## src/common/wdt_pkg.sv

```systemverilog
// shared constants, types and address decode for the chip watchdog
package wdt_pkg;

	// ****************************************************************
	// register map: printed offsets are word indices, byte address = 4*index
	// ****************************************************************
	localparam int              IDX_W      = 16;
	localparam int              ADDR_LSB   = 2;
	localparam logic [IDX_W-1:0] IDX_NONE  = 16'h0000;
	localparam logic [IDX_W-1:0] IDX_CTRL  = 16'hF020;
	localparam logic [IDX_W-1:0] IDX_LIVE  = 16'hF021;
	localparam logic [IDX_W-1:0] IDX_LIMIT = 16'hF022;
	localparam logic [IDX_W-1:0] IDX_COUNT = 16'hF023;
	localparam logic [IDX_W-1:0] IDX_HIST  = 16'hF024;

	// ****************************************************************
	// fields and reset values
	// ****************************************************************
	localparam int          CTRL_COUNT_EN_BIT = 0;
	localparam int          CTRL_TRIG_EN_BIT  = 1;
	localparam int          HIST_TRIG_BIT     = 0;
	localparam int          PRESC_W_DEF       = 16;
	localparam int          COUNT_W_DEF       = 12;
	localparam logic [15:0] LIMIT_RST         = 16'hFFFF;
	localparam logic [15:0] PRESC_RST         = 16'h0000;
	localparam logic [11:0] COUNT_RST         = 12'hFFF;
	localparam logic [11:0] COUNT_ZERO        = 12'h000;
	localparam int          CHIP_RST_CYCLES   = 4;

	// ****************************************************************
	// bus encodings
	// ****************************************************************
	localparam logic [2:0] HSIZE_WORD = 3'h2;
	localparam logic       HRESP_OKAY = 1'h0;

	typedef logic [31:0] word_t;

	typedef enum logic [1:0]
	{
		ST_RUN    = 2'h0,
		ST_FIRE   = 2'h1,
		ST_SETTLE = 2'h3
	} fire_state_t;

	// word index of an aligned in-range address, IDX_NONE otherwise
	function automatic logic [IDX_W-1:0] map_index(input word_t addr);
		logic ok;
		ok = (addr[ADDR_LSB-1:0] == '0) && (addr[31:IDX_W+ADDR_LSB] == '0);
		return ok ? addr[IDX_W+ADDR_LSB-1:ADDR_LSB] : IDX_NONE;
	endfunction : map_index

endpackage : wdt_pkg

```

## src/common/wdt_reg_if.sv

```systemverilog
// register access carrier between the bus slave and the watchdog core
`timescale 1ns/1ps
interface wdt_reg_if;
	logic                        wr_en;
	logic [wdt_pkg::IDX_W-1:0]   wr_idx;
	wdt_pkg::word_t              wr_data;
	logic [wdt_pkg::IDX_W-1:0]   rd_idx;
	wdt_pkg::word_t              rd_data;

	modport bus
	(
		output wr_en,
		output wr_idx,
		output wr_data,
		output rd_idx,
		input  rd_data
	);

	modport regs
	(
		input  wr_en,
		input  wr_idx,
		input  wr_data,
		input  rd_idx,
		output rd_data
	);
endinterface : wdt_reg_if

```

## src/rtl/prescaled_chip_watchdog.sv

```systemverilog
// chip watchdog: prescaler, timeout countdown, chip reset and trigger history
//
// Behaviour
// RULE1: watchdog idle after reset, no chip reset
// RULE2: control bit 0 gates the countdown decrement
// RULE3: control bit 1 lets expiry reset chip
// RULE4: count without trigger is a legal mode
// RULE5: prescaler counts oscillator edges, wraps, decrements count
// RULE6: live prescaler value readable as free timer
// RULE7: divider limit writable, resets all ones, divides by limit+1
// RULE8: 12-bit timeout count, resets all ones, decrements
// RULE9: zero count with trigger enabled resets chip; the code also needs control bit 0 set
// RULE10: software rewrites count before it reaches zero
// RULE11: status bit 0 set once triggered, zero at power-up
// RULE12: status survives watchdog reset, cleared by power-on
// RULE13: count write replaces value being decremented
`timescale 1ns/1ps
module prescaled_chip_watchdog
#(
	parameter int PRESC_W       = wdt_pkg::PRESC_W_DEF,
	parameter int COUNT_W       = wdt_pkg::COUNT_W_DEF,
	parameter int RST_PULSE_LEN = wdt_pkg::CHIP_RST_CYCLES
)
(
	input  wire logic           i_sys_clk,
	input  wire logic           i_rstn,
	input  wire logic           i_clk_en,
	input  wire logic           i_sys_rst_n,
	input  wire logic           i_osc_input_pin,
	input  wire logic           i_hsel,
	input  wire logic [31:0]    i_haddr,
	input  wire logic [1:0]     i_htrans,
	input  wire logic           i_hwrite,
	input  wire logic [2:0]     i_hsize,
	input  wire logic [31:0]    i_hwdata,
	input  wire logic           i_hready,
	output logic                o_hreadyout,
	output logic [31:0]         o_hrdata,
	output logic                o_hresp,
	output logic                o_chip_rst,
	output logic                o_triggered,
	output logic                o_counting
);

	// ****************************************************************
	// parameter checks
	// ****************************************************************
	generate
		if (PRESC_W < 2 || PRESC_W > wdt_pkg::PRESC_W_DEF)
		begin : g_bad_presc
			$error("prescaler width out of range");
		end
		if (COUNT_W < 2 || COUNT_W > wdt_pkg::COUNT_W_DEF)
		begin : g_bad_count
			$error("timeout count width out of range");
		end
		if (RST_PULSE_LEN < 1 || RST_PULSE_LEN > 255)
		begin : g_bad_pulse
			$error("chip reset pulse length out of range");
		end
	endgenerate

	localparam logic [PRESC_W-1:0] LIMIT_INIT = wdt_pkg::LIMIT_RST[PRESC_W-1:0];
	localparam logic [PRESC_W-1:0] PRESC_INIT = wdt_pkg::PRESC_RST[PRESC_W-1:0];
	localparam logic [COUNT_W-1:0] COUNT_INIT = wdt_pkg::COUNT_RST[COUNT_W-1:0];
	localparam logic [COUNT_W-1:0] COUNT_NIL  = wdt_pkg::COUNT_ZERO[COUNT_W-1:0];
	localparam logic [7:0]         PULSE_LAST = 8'(RST_PULSE_LEN - 1);

	// ****************************************************************
	// declarations
	// ****************************************************************
	wdt_reg_if regs ();

	logic                  osc_prev_reg;
	logic                  osc_edge;
	logic [PRESC_W-1:0]    presc_reg;
	logic [PRESC_W-1:0]    presc_next;
	logic                  presc_wrap;
	logic [PRESC_W-1:0]    limit_reg;
	logic [COUNT_W-1:0]    count_reg;
	logic [COUNT_W-1:0]    count_next;
	logic                  count_en_reg;
	logic                  trig_en_reg;
	logic                  expire;
	logic                  soft_rst;
	logic                  hist_reg;
	logic                  chip_rst_reg;
	logic [7:0]            pulse_cnt_reg;
	wdt_pkg::fire_state_t  state_reg;
	wdt_pkg::fire_state_t  state_next;
	wdt_pkg::word_t        rd_word;

	// ****************************************************************
	// bus slave
	// ****************************************************************
	wdt_ahb_slave i_wdt_ahb_slave
	(
		.i_sys_clk   (i_sys_clk),
		.i_rstn      (i_rstn),
		.i_clk_en    (i_clk_en),
		.i_hsel      (i_hsel),
		.i_haddr     (i_haddr),
		.i_htrans    (i_htrans),
		.i_hwrite    (i_hwrite),
		.i_hsize     (i_hsize),
		.i_hwdata    (i_hwdata),
		.i_hready    (i_hready),
		.o_hreadyout (o_hreadyout),
		.o_hrdata    (o_hrdata),
		.o_hresp     (o_hresp),
		.regs        (regs)
	);

	// write strobe helper, used for every writable register
	function automatic logic wr_hit(input logic [wdt_pkg::IDX_W-1:0] idx);
		return regs.wr_en && (regs.wr_idx == idx);
	endfunction : wr_hit

	// the watchdog's own reset and the system reset clear the prescaler, limit,
	// control bits and count but not the sequencer or the trigger history,
	// which only the power-on reset clears
	assign soft_rst = !i_sys_rst_n || (state_reg != wdt_pkg::ST_RUN);

	// ****************************************************************
	// oscillator edge detect
	// ****************************************************************
	always_ff @(posedge i_sys_clk or negedge i_rstn)
	begin
		if (!i_rstn)
			osc_prev_reg <= 1'b0;
		else if (i_clk_en)
			osc_prev_reg <= i_osc_input_pin;
	end

	assign osc_edge = i_osc_input_pin & ~osc_prev_reg;

	// ****************************************************************
	// prescaler
	// ****************************************************************
	// a limit written below the live count wraps at the next oscillator edge rather than
	// running all the way round the counter
	assign presc_wrap = osc_edge && (presc_reg >= limit_reg); // RULE7

	always_comb
	begin
		presc_next = presc_reg;
		if (presc_wrap)
			presc_next = PRESC_INIT; // RULE5
		else if (osc_edge)
			presc_next = presc_reg + 1'b1; // RULE5
	end

	// free running regardless of the control bit enables, so it serves as a timer
	always_ff @(posedge i_sys_clk or negedge i_rstn)
	begin
		if (!i_rstn)
			presc_reg <= PRESC_INIT;
		else if (i_clk_en)
		begin
			if (soft_rst)
				presc_reg <= PRESC_INIT;
			else
				presc_reg <= presc_next; // RULE6
		end
	end

	// ****************************************************************
	// divider limit
	// ****************************************************************
	always_ff @(posedge i_sys_clk or negedge i_rstn)
	begin
		if (!i_rstn)
			limit_reg <= LIMIT_INIT; // RULE7
		else if (i_clk_en)
		begin
			if (soft_rst)
				limit_reg <= LIMIT_INIT; // RULE7
			else if (wr_hit(wdt_pkg::IDX_LIMIT))
				limit_reg <= regs.wr_data[PRESC_W-1:0]; // RULE7
		end
	end

	// ****************************************************************
	// control bits
	// ****************************************************************
	always_ff @(posedge i_sys_clk or negedge i_rstn)
	begin
		if (!i_rstn)
		begin
			count_en_reg <= 1'b0; // RULE1
			trig_en_reg  <= 1'b0; // RULE1
		end
		else if (i_clk_en)
		begin
			if (soft_rst)
			begin
				count_en_reg <= 1'b0; // RULE1
				trig_en_reg  <= 1'b0; // RULE1
			end
			else if (wr_hit(wdt_pkg::IDX_CTRL))
			begin
				// both bits independent, so count-only is allowed
				count_en_reg <= regs.wr_data[wdt_pkg::CTRL_COUNT_EN_BIT]; // RULE4
				trig_en_reg  <= regs.wr_data[wdt_pkg::CTRL_TRIG_EN_BIT]; // RULE4
			end
		end
	end

	// ****************************************************************
	// timeout countdown
	// ****************************************************************
	// a write beats a decrement in the same cycle, so software's value
	// is never lost; the count parks at zero instead of wrapping
	always_comb
	begin
		count_next = count_reg;
		if (wr_hit(wdt_pkg::IDX_COUNT))
			count_next = regs.wr_data[COUNT_W-1:0]; // RULE13
		else if (presc_wrap && count_en_reg && (count_reg != COUNT_NIL))
			count_next = count_reg - 1'b1; // RULE2 RULE8
	end

	always_ff @(posedge i_sys_clk or negedge i_rstn)
	begin
		if (!i_rstn)
			count_reg <= COUNT_INIT; // RULE8
		else if (i_clk_en)
		begin
			if (soft_rst)
				count_reg <= COUNT_INIT; // RULE8
			else
				count_reg <= count_next;
		end
	end

	// expiry needs the counter running; without the trigger bit the count
	// simply rests at zero for inspection
	assign expire = (count_reg == COUNT_NIL) && count_en_reg && trig_en_reg; // RULE3 RULE9

	// ****************************************************************
	// chip reset sequencer
	// ****************************************************************
	always_comb
	begin
		state_next = state_reg;
		case (state_reg)
			wdt_pkg::ST_RUN:
			begin
				if (expire && i_sys_rst_n)
					state_next = wdt_pkg::ST_FIRE; // RULE9
			end
			wdt_pkg::ST_FIRE:
			begin
				if (pulse_cnt_reg == PULSE_LAST)
					state_next = wdt_pkg::ST_SETTLE;
			end
			wdt_pkg::ST_SETTLE:
			begin
				state_next = wdt_pkg::ST_RUN;
			end
			default:
			begin
				state_next = wdt_pkg::ST_RUN;
			end
		endcase
	end

	always_ff @(posedge i_sys_clk or negedge i_rstn)
	begin
		if (!i_rstn)
			state_reg <= wdt_pkg::ST_RUN;
		else if (i_clk_en)
			state_reg <= state_next;
	end

	always_ff @(posedge i_sys_clk or negedge i_rstn)
	begin
		if (!i_rstn)
			pulse_cnt_reg <= '0;
		else if (i_clk_en)
		begin
			if (state_reg == wdt_pkg::ST_FIRE)
				pulse_cnt_reg <= pulse_cnt_reg + 1'b1;
			else
				pulse_cnt_reg <= '0;
		end
	end

	always_ff @(posedge i_sys_clk or negedge i_rstn)
	begin
		if (!i_rstn)
			chip_rst_reg <= 1'b0;
		else if (i_clk_en)
			chip_rst_reg <= (state_next == wdt_pkg::ST_FIRE); // RULE9
	end

	// ****************************************************************
	// trigger history
	// ****************************************************************
	// only the power-on reset clears it; nothing on the bus can
	always_ff @(posedge i_sys_clk or negedge i_rstn)
	begin
		if (!i_rstn)
			hist_reg <= 1'b0; // RULE11 RULE12
		else if (i_clk_en && (state_next == wdt_pkg::ST_FIRE))
			hist_reg <= 1'b1; // RULE11
	end

	// ****************************************************************
	// register read mux
	// ****************************************************************
	always_comb
	begin
		rd_word = '0;
		case (regs.rd_idx)
			wdt_pkg::IDX_CTRL:
			begin
				rd_word[wdt_pkg::CTRL_COUNT_EN_BIT] = count_en_reg;
				rd_word[wdt_pkg::CTRL_TRIG_EN_BIT]  = trig_en_reg;
			end
			wdt_pkg::IDX_LIVE:
			begin
				rd_word[PRESC_W-1:0] = presc_reg; // RULE6
			end
			wdt_pkg::IDX_LIMIT:
			begin
				rd_word[PRESC_W-1:0] = limit_reg;
			end
			wdt_pkg::IDX_COUNT:
			begin
				rd_word[COUNT_W-1:0] = count_reg;
			end
			wdt_pkg::IDX_HIST:
			begin
				rd_word[wdt_pkg::HIST_TRIG_BIT] = hist_reg; // RULE11
			end
			default:
			begin
				rd_word = '0;
			end
		endcase
	end

	assign regs.rd_data = rd_word;

	// ****************************************************************
	// outputs
	// ****************************************************************
	assign o_chip_rst  = chip_rst_reg;
	assign o_triggered = hist_reg;
	assign o_counting  = count_en_reg;

endmodule : prescaled_chip_watchdog

```

## src/rtl/wdt_ahb_slave.sv

```systemverilog
// AHB-Lite slave front end for the watchdog registers
`timescale 1ns/1ps
module wdt_ahb_slave
(
	input  wire logic           i_sys_clk,
	input  wire logic           i_rstn,
	input  wire logic           i_clk_en,
	input  wire logic           i_hsel,
	input  wire logic [31:0]    i_haddr,
	input  wire logic [1:0]     i_htrans,
	input  wire logic           i_hwrite,
	input  wire logic [2:0]     i_hsize,
	input  wire logic [31:0]    i_hwdata,
	input  wire logic           i_hready,
	output logic                o_hreadyout,
	output logic [31:0]         o_hrdata,
	output logic                o_hresp,
	wdt_reg_if.bus              regs
);

	logic                          accept;
	logic                          dph_wr_reg;
	logic [wdt_pkg::IDX_W-1:0]     dph_idx_reg;
	logic [31:0]                   hrdata_reg;
	logic [wdt_pkg::IDX_W-1:0]     aph_idx;

	// non-word sizes fall to the unmapped index: read zero, write ignored
	assign accept  = i_hsel & i_htrans[1] & i_hready;
	assign aph_idx = (i_hsize == wdt_pkg::HSIZE_WORD) ? wdt_pkg::map_index(i_haddr)
	                                                  : wdt_pkg::IDX_NONE;

	// ****************************************************************
	// address phase capture
	// ****************************************************************
	always_ff @(posedge i_sys_clk or negedge i_rstn)
	begin
		if (!i_rstn)
		begin
			dph_wr_reg  <= 1'b0;
			dph_idx_reg <= wdt_pkg::IDX_NONE;
		end
		else if (i_clk_en && i_hready)
		begin
			dph_wr_reg  <= accept & i_hwrite;
			dph_idx_reg <= accept ? aph_idx : wdt_pkg::IDX_NONE;
		end
	end

	// read data is sampled at the address edge so hrdata comes from a flop
	always_ff @(posedge i_sys_clk or negedge i_rstn)
	begin
		if (!i_rstn)
			hrdata_reg <= '0;
		else if (i_clk_en && accept && !i_hwrite)
			hrdata_reg <= regs.rd_data;
	end

	assign regs.rd_idx  = aph_idx;
	assign regs.wr_en   = dph_wr_reg & i_clk_en;
	assign regs.wr_idx  = dph_idx_reg;
	assign regs.wr_data = i_hwdata;

	// a frozen block stretches the data phase instead of dropping it
	assign o_hreadyout = i_clk_en;
	assign o_hrdata    = hrdata_reg;
	assign o_hresp     = wdt_pkg::HRESP_OKAY;

endmodule : wdt_ahb_slave

```

## config.mk

```make
export PLATFORM = sky130hd
export DESIGN_NAME = prescaled_chip_watchdog
export DESIGN_NICKNAME = d
export VERILOG_FILES = /design/src/common/wdt_pkg.sv /design/src/common/wdt_reg_if.sv /design/src/rtl/prescaled_chip_watchdog.sv /design/src/rtl/wdt_ahb_slave.sv
export SDC_FILE = /design/constraint.sdc
export NUM_CORES = 1
export LEC_CHECK = 0
export BUFFER_PORTS_ARGS = -buffer_cell sky130_fd_sc_hd__buf_2
export CORE_MARGIN = 1
export CORE_UTILIZATION = 50
export DETAILED_ROUTE_END_ITERATION = 8
export PLACE_DENSITY = 0.89
export SYNTH_ARGS = -nofsm -noshare
export SYNTH_HDL_FRONTEND = slang
export SYNTH_SLANG_ARGS = --single-unit
```

## constraint.sdc

```tcl
create_clock -name i_sys_clk -period 2.5 [get_ports i_sys_clk]
set_clock_uncertainty 0.15 [all_clocks]
set_input_delay 0.25 -clock i_sys_clk [delete_from_list [all_inputs] [get_ports i_sys_clk]]
set_output_delay 0.25 -clock i_sys_clk [all_outputs]
set_load 0.1 [all_outputs]
```

; ---- Word level (Yosys, flattened, before mapping)
; Index checks and enable logic that the tools add are counted.
[totals]
input_bits = 77
output_inout_bits = 37
ff_bits = 92
elab_cells = 89
[op_classes]
n_reduce_logical = 31
eq_ne = 12
add_sub_neg = 3
bitwise = 6
order_cmp = 1
muxes = 23
[op_table]
columns = op, count
row1 = $eq A16 B16 Y1 const B, 8
row2 = $mux W16, 8
row3 = $mux W12, 3
row4 = $pmux W10 S3, 1
row5 = $add A16 B1 Y16 const B, 1
row6 = $ge A16 B16 Y1, 1
row7 = $logic_and A1 B1 Y1, 14
row8 = $logic_not A14 Y1, 1
row9 = $logic_not A12 Y1, 1
row10 = $reduce_bool A12 Y1, 1
row11 = $sub A12 B1 Y12 const B, 1
row12 = $add A8 B1 Y8 const B, 1
row13 = $eq A8 B2 Y1 const B, 1
row14 = $mux W8, 1
row15 = $pmux W4 S2, 1
row16 = $reduce_and A2 Y1, 4
row17 = $reduce_bool A2 Y1, 3
row18 = $reduce_bool A3 Y1, 2
row19 = $and A1 B1 Y1, 5
row20 = $pmux W1 S5, 1
row21 = $eq A2 B1 Y1 const B, 2
row22 = $logic_not A2 Y1, 2
row23 = $mux W1, 4
row24 = $mux W2, 2
row25 = 6 further kinds, 7

; ---- Logic depth before layout (Yosys ltp)
; Gate-level depths: netlist of the first run.
[logic_depth]
depth_word = 8
ltp_mapped = 9
mapped_depth_nobuf = 8

; ---- By module
; A second synthesis of the first run with hierarchy kept.
[unflattened]
cells_unflattened = 665
area_unflattened_um2 = 6446.2
[by_module_without_submodules]
columns = mod, instances, cells_each, seq_area_each_um2, area_each_um2
row1 = prescaled_chip_watchdog, 1, 444, 1511.4, 3866.2
row2 = wdt_ahb_slave, 1, 221, 1226.2, 2580.0

; ---- Worst setup path before layout of the first run
; OpenSTA, ideal clock, no wires.
[synth_timing]
path_kind = flip-flop to flip-flop
startpoint = register limit_reg[11]
endpoint = register presc_reg[11]
setup_time_ns = 0.118
slack_ns = -0.042
t_required_ns = 2.232
path_stages_with_launch = 10
synth_period_minus_slack_ns = 2.542
n_path_buf = 1
arrival_ns = 2.274
path_cell_list = dfstp_2 -> inv_1 -> ha_1 -> nand4_1 -> or3_1 -> o311a_4 -> nand3_2 -> buf_2 -> o21ai_0 -> a21o_1
[synth_between]
elab_chain_len = 4
elab_cells_between_ends = 6
cone_classes = order compare: 1 / mux: 2 / reduce/logical: 3
[synth_rtl]
columns = element, line_no
row1 = from (decl), prescaled_chip_watchdog.sv:79  ; logic [PRESC_W-1:0] limit_reg;
row2 = from (signal assigned), prescaled_chip_watchdog.sv:179  ; limit_reg <= regs.wr_data[PRESC_W-1:0];
row3 = $ge A16 B16 Y1 *, prescaled_chip_watchdog.sv:142  ; assign presc_wrap = osc_edge && (presc_reg >= limit_reg);
row4 = $logic_and A1 B1 Y1 *, prescaled_chip_watchdog.sv:142
row5 = $reduce_bool A3 Y1 (no line) or $mux W16 (tied branches), --
row6 = $reduce_and A2 Y1 (no line) or $mux W16 (tied branches), --
row7 = to (signal assigned), prescaled_chip_watchdog.sv:163  ; presc_reg <= presc_next;
row8 = to (decl), prescaled_chip_watchdog.sv:76  ; logic [PRESC_W-1:0] presc_reg;
; Every way passes the cells marked *; elsewhere a longest branch is shown, timed or not.
; A chain may end at the register's enable or synchronous reset.

; ---- Worst setup path after layout of the first run
[layout_timing]
startpoint = register limit_reg[13]
endpoint = register count_reg[11]
[layout_between]
elab_chain_len = 6
[layout_rtl]
columns = element, line_no
row1 = $ge A16 B16 Y1, prescaled_chip_watchdog.sv:142
row2 = $logic_and A1 B1 Y1, prescaled_chip_watchdog.sv:142
row3 = $logic_and A1 B1 Y1 (2 in series), prescaled_chip_watchdog.sv:219  ; else if (presc_wrap && count_en_reg && (count_reg != COUNT_NIL))
row4 = $reduce_bool A3 Y1 (no line), --
row5 = $reduce_and A2 Y1 (no line), --
row6 = to (signal assigned), prescaled_chip_watchdog.sv:232  ; count_reg <= count_next;
row7 = to (decl), prescaled_chip_watchdog.sv:80  ; logic [COUNT_W-1:0] count_reg;
; Every way passes these cells.

==> flow_summary.ini, run 1 <==
[sta]
tightest_slew_ps = 754
fin_setup_tns_ps = -4350
fmax_mhz = 358
rsz0062_at_grt = yes
slew_viol_final = 0
setup_viol = 27
min_period_ps = 2790
relSlewSlack = 0.492
final.setup.worst_slack_ps = -290
fin_crit_sh = 1.12
finalHoldViolations = 0
whs_ps = 6.91

[clocking]
cts_max_level = 3
clkSinkCount = 92
worstSkewPairLatency_ps = 380
clk_pin_slew_ps = 100
clockBufferDepth = 2
root_buffer = clkbuf_8
cts_tree = built
cts_made_buffers = 9

[die]
die_area_um2 = 11100
fp-row-count = 37
coreArea_um2 = 10300
fp.dieW_um = 105
chipHeight_um = 105
start_util = 0.516
ios = 114

[worst_setup_path]
crit_required_ps = 2650
max_stage_delay_ps = 550
cp_max_fo = 4
crit_path_start_kind = register
end_kind = register
arrival_ps = 2940
cp_cell_sequence = inv_2 -> ha_4 -> nand4_1 -> or3_4 -> o311a_4 -> a21oi_4 -> buf_4 -> buf_6 -> a311oi_2 -> a21oi_2
critical_path_class = register to register
cp_slowest_cell = dfstp_2

[route]
drcViolationCount = 0
ant_nets = 0
viasPerCell = 6.35
dr.pass1.iters = 5
wl_per_cell_um = 20.1
drt_iter0_drc = 475
wirelength_um = 16900
num_vias = 5357

[finish]
fillCellCount = 712
diodes = 0
drive_gt1_frac = 0.351
nets = 799
synthToLayoutAreaGrowth_pct = 28.9
final_cells = 843

[synthesis]
async_flop_share = 1.00
synth_top_flop_cell = dfrtp_1
yosys_register_bits = 92
synth_xor_area_frac = 0
synth_top_family_by_area = compound AO/OA/AOI/OAI gates
yosysSeqAreaShare = 0.439
synth_top_area_frac = 0.301
synth_most_common_cell = dfrtp_1
synth_fa_ha_area_frac = 0.0470
synth_compound_area_frac = 0.212
ys_top_cells_by_count = 64 x dfrtp_1, 40 x o21ai_0, 35 x nand2_1
syn_area_um2 = 5320
synth_edf_count = 0
synthDominantAreaCellType = dfrtp_1
synth.avg_cell_area_um2 = 9.52
yosys_warnings = 0
netlist_top_cells_area = dfrtp_1 30%, dfstp_2 14%, ha_1 4.7%
synth_simple_gate_area_share = 0.194
synth_mux_area_frac = 0.0357
synthCells = 559
netlist-cell-type-count = 64

[placed_design]
pre_cts_ws_ps = -182
gp_congestion = 0.901
dp_hpwl_um = 10800
dp.cells = 798
io_buffer_count = 79

[min_path]
hold_path_class = input port to register

[pwr]
pwr_density_cell_nw_per_um2 = 491
total_power_mw = 3.37
leakagePower_nw = 3.16
peakVddDrop_v = 0.000364

[run_status]
violations = setup timing
status = finished, violations left

[global_route]
gr-usage-all-layers = 0.310
first_global_vias = 5297
grt_first_pass_wirelength_um = 26800
antenna_found_initial = 0
grt_max_degree = 37
grt_overflow = 0

[run]
maxCapViolations = 0
-- cells by family (layout without fill, tap and decap cells) --
logic type | after synthesis | count (layout)
AO/OA/AOI/OAI | 165 | 165
adder cells (fa/ha/maj) | 20 | 20
buffers and inverters | 77 | 209
flip-flops | 92 | 92
multiplexers | 15 | 15
other | 1 | 17
AND/OR/NAND/NOR | 189 | 189
-- cells in the final DEF (no fill, tap or decap), drive strengths merged, types with 7 or more instances in the layout --
| master | count |
|---|---|
| nand3 | 27 |
| mux2 | 12 |
| nor4 | 14 |
| a22o | 21 |
| a311oi | 7 |
| nor3b | 12 |
| a21o | 10 |
| ha | 20 |
| inv | 34 |
| nand2b | 7 |
| conb | 17 |
| buf | 143 |
| clkbuf | 9 |
| nand2 | 35 |
| nor3 | 25 |
| dfrtp | 64 |
| a22oi | 15 |
| a21oi | 30 |
| nor2 | 23 |
| dfstp | 28 |
| o21ai | 51 |
| dlygate4sd3 | 19 |
| nand4 | 14 |
| and3 | 7 |
-- layer usage --
layer,GRT usage,share of wire,up-vias
met4,0.147,0.041,0
met3,0.0643,0.095,86
met5,0,0,-
li1,-,-,2339
met1,0.385,0.38,2564
met2,0.518,0.49,368
-- worst max-delay path, delay by kind of cell, from the launching register on --
kind                       cells  cell delay, ps
AOI/OAI and AO/OA              4             860
adders and majority gates      1             260
buffers and inverters          3             310
and+or+nand+nor                2             580
DFF                            1             550
-- through the flow --
step	cell area, µm²	utilization
final	6860	0.665
after global routing	6860	0.665
after CTS	6800	0.658
after detailed placement	6150	0.596
after global placement	6150	0.596
after floorplan	5390	-
-- final timing paths --
path	start	to	slack (ps)	cells past startpoint
worst max-delay path	limit_reg[13]$_DFFE_PN1P_	count_reg[11]$_DFFE_PN1P_	-290	10
worst min-delay path	i_hwdata[14]	limit_reg[14]$_DFFE_PN1P_	7	3
worst max register to register	limit_reg[13]$_DFFE_PN1P_	count_reg[11]$_DFFE_PN1P_	-290	10
worst min register to register	i_wdt_ahb_slave.o_hrdata[13]$_DFFE_PN0P_	i_wdt_ahb_slave.o_hrdata[13]$_DFFE_PN0P_	330	2
max in group asynchronous	i_rstn	i_wdt_ahb_slave.o_hrdata[4]$_DFFE_PN0P_	1280	3
min in group asynchronous	i_rstn	i_wdt_ahb_slave.o_hrdata[14]$_DFFE_PN0P_	220	2
-- layout make-up --
| type | instances | area [µm²] | area share |
|---|---|---|---|
| Inverter | 30 | 113 | 0.0164 |
| Sequential cell | 92 | 2340 | 0.341 |
| Timing Repair Buffer | 163 | 1150 | 0.168 |
| Multi-Input combinational cell | 406 | 2900 | 0.423 |
| Clock inverter | 7 | 65.1 | 0.00948 |
| Clock buffer | 9 | 124 | 0.0181 |
| Tap cell | 136 | 170 | 0.0248 |
-- power by group --
group,switching [mW],internal [mW],total [mW]
sequential,0.0406,1.57,1.61
clock,0.606,0.386,0.992
combinational,0.483,0.281,0.765
total,1.13,2.24,3.37
-- timing repair --
action                                  in CTS  in global routing
gates resized for setup                     23                 19
hold endpoints to repair                    37                  0
endpoints found under the setup margin      27                 41
pin swaps                                   13                 11
setup buffers                                7                  4
cloned                                       2                  0
hold buffers                                19                  0
No activity file was read; power rests on OpenSTA's default activity.
==> run 2: changes to the inputs <==
--- a/config.mk
+++ b/config.mk
@@ -6,10 +6,12 @@
 export NUM_CORES = 1
 export LEC_CHECK = 0
 export BUFFER_PORTS_ARGS = -buffer_cell sky130_fd_sc_hd__buf_2
+export CORE_ASPECT_RATIO = 0.7
 export CORE_MARGIN = 1
 export CORE_UTILIZATION = 50
 export DETAILED_ROUTE_END_ITERATION = 8
 export PLACE_DENSITY = 0.89
+export RECOVER_POWER = 25
 export SYNTH_ARGS = -nofsm -noshare
 export SYNTH_HDL_FRONTEND = slang
 export SYNTH_SLANG_ARGS = --single-unit
==> run 2 against run 1 <==
The flow finishes with violations (DRC, capacitance limit, slew limit, setup timing). Largest cell class unchanged. Non-clock buffer count decreased by 4. Maximum frequency increased by 3.2%. Cell count decreased by 0.71%. Total power increased by 11%. First-iteration DRC count increased by 40%. Sequential share of layout area decreased by 0.41 points. Sequential cell count unchanged. Core utilization increased by 0.59 points. Die area about the same. Hold slack about the same.
==> flow_summary.ini, run 2 (synthesis gave the netlist of run 1 again) <==
[run_status]
status = finished, violations left
violations = DRC, capacitance limit, slew limit, setup timing

[sta]
fmax_mhz = 370
setup_viol = 27
finalHoldViolations = 0
fin_setup_tns_ps = -3660
slew_viol_final = 32
rsz0062_at_grt = yes
tightest_slew_ps = 1990
final.setup.worst_slack_ps = -204
min_period_ps = 2700
relSlewSlack = -0.328
fin_crit_sh = 1.08

[placed_design]
pre_cts_ws_ps = -224
dp_hpwl_um = 11600
dp.cells = 798
gp_congestion = 0.950
place_area_um2 = 6170
io_buffer_count = 79

[route]
dr.pass1.iters = 9
viasPerCell = 6.38
num_vias = 5344
wl_per_cell_um = 21.0
drcViolationCount = 13
wirelength_um = 17500
ant_nets = 0
drt_iter0_drc = 666

[worst_setup_path]
end_kind = register
timing.critical_path.buf_inv = 2
cp_max_fo = 8
cp_cell_sequence = inv_2 -> ha_4 -> nand4_1 -> or3_4 -> o311a_4 -> a21oi_4 -> buf_6 -> a311oi_2 -> a21oi_1
crit_required_ps = 2620
max_stage_delay_ps = 550
critical_path_class = register to register
crit_path_start_kind = register
crit_family = compound AO/OA/AOI/OAI gates
arrival_ps = 2830
cp_slowest_cell = dfstp_2

[global_route]
grt_first_pass_wirelength_um = 26800
gr-usage-all-layers = 0.320
grt_max_degree = 54
grt_overflow = 0
first_global_vias = 5293
antenna_found_initial = 2

[die]
die_area_um2 = 11100
fp.dieW_um = 125
ios = 114
fp-row-count = 31
coreArea_um2 = 10400
chipHeight_um = 88.3
start_util = 0.514

[pwr]
peakVddDrop_v = 0.000447
pwr_density_cell_nw_per_um2 = 538
switching_share = 0.318
p_clk_frac = 0.363
power_switching_mw = 1.19
seqPwrFrac = 0.432
leakagePower_nw = 3.18
intPower_mw = 2.55
combPwrFrac = 0.205

[finish]
drive_gt1_frac = 0.369
synthToLayoutAreaGrowth_pct = 30.5
nets = 796
final_common_cell = buf_2
most-common-layout-cells = 78 x buf_2, 64 x dfrtp_1, 61 x buf_4
final_cells = 837
final_cell_area_um2 = 6940

[clocking]
root_buffer = clkbuf_16
clkSinkCount = 92
worstSkewPairLatency_ps = 360
cts_tree = built
clk_pin_slew_ps = 70
cts_made_buffers = 9
clockBufferDepth = 2
cts_max_level = 3

[min_path]
hold_path_class = input port to register

[run]
maxCapViolations = 1
## run 2: stage by stage
| stage | hold slack (ps) | power [mW] | util |
|---|---|---|---|
| after floorplan | -196 | 2.03 | - |
| after global placement | 73.3 | 2.25 | 0.595 |
| after detailed placement | 76.1 | 2.29 | 0.595 |
| after CTS | 0.397 | 3.70 | 0.658 |
| after global routing | 14.9 | 3.86 | 0.671 |
| final | 6.85 | 3.74 | 0.671 |
## run 2: area by class of cell
type	instances	area, µm²
well taps	132	165
fillers	735	3410
inverters	30	113
multi-input cells	407	2970
clock buffers	9	225
flip-flops and latches	92	2340
diodes	1	2.50
clock inverters	7	62.6
repair buffers	159	1070
## run 2: final timing paths
kind | end | slack (ps) | depth (start not counted) | startpoint
max in group asynchronous | limit_reg[0]$_DFFE_PN1P_ | 210 | 3 | i_rstn
worst max-delay path | count_reg[4]$_DFFE_PN1P_ | -200 | 9 | limit_reg[11]$_DFFE_PN1P_
worst min-delay path | i_wdt_ahb_slave.regs.wr_idx[6]$_DFFE_PN0P_ | 7 | 2 | i_haddr[8]
worst min register to register | i_wdt_ahb_slave.o_hrdata[0]$_DFFE_PN0P_ | 340 | 2 | i_wdt_ahb_slave.o_hrdata[0]$_DFFE_PN0P_
min in group asynchronous | presc_reg[7]$_DFFE_PN0P_ | 850 | 2 | i_rstn
worst max register to register | count_reg[4]$_DFFE_PN1P_ | -200 | 9 | limit_reg[11]$_DFFE_PN1P_
## run 2: layer usage
| metal | GRT usage | routed length (µm) | vias to the layer above |
|---|---|---|---|
| met5 | 0 | 15 | - |
| met4 | 0.157 | 610 | 2 |
| met3 | 0.103 | 2030 | 65 |
| met2 | 0.518 | 8090 | 363 |
| met1 | 0.394 | 6790 | 2574 |
| li1 | - | - | 2340 |
## run 2: timing repair
item                       CTS  global route
setup endpoints to repair   27            40
buffers inserted             7             5
resized for setup           32            29
gates cloned                 2             1
pin swaps                    7             6
hold endpoints to repair    27             0
hold buffers                11             0
## run 2: worst register-to-register path, stage by stage, from the launching register on
cell and delay, ps:
dfstp_2 550, inv_2 60, ha_4 280, nand4_1 150, or3_4 420, o311a_4 350, a21oi_4 200, buf_6 190
a311oi_2 110, a21oi_1 160
## run 2: power groups by stage
stage	Sequential, mW	Combinational (mW)	Clock [mW]
floorplan	1.65	0.389	0
global placement	1.63	0.625	0
detailed placement	1.63	0.654	0
CTS	1.61	0.726	1.36
global route	1.62	0.812	1.43
finish	1.61	0.766	1.36
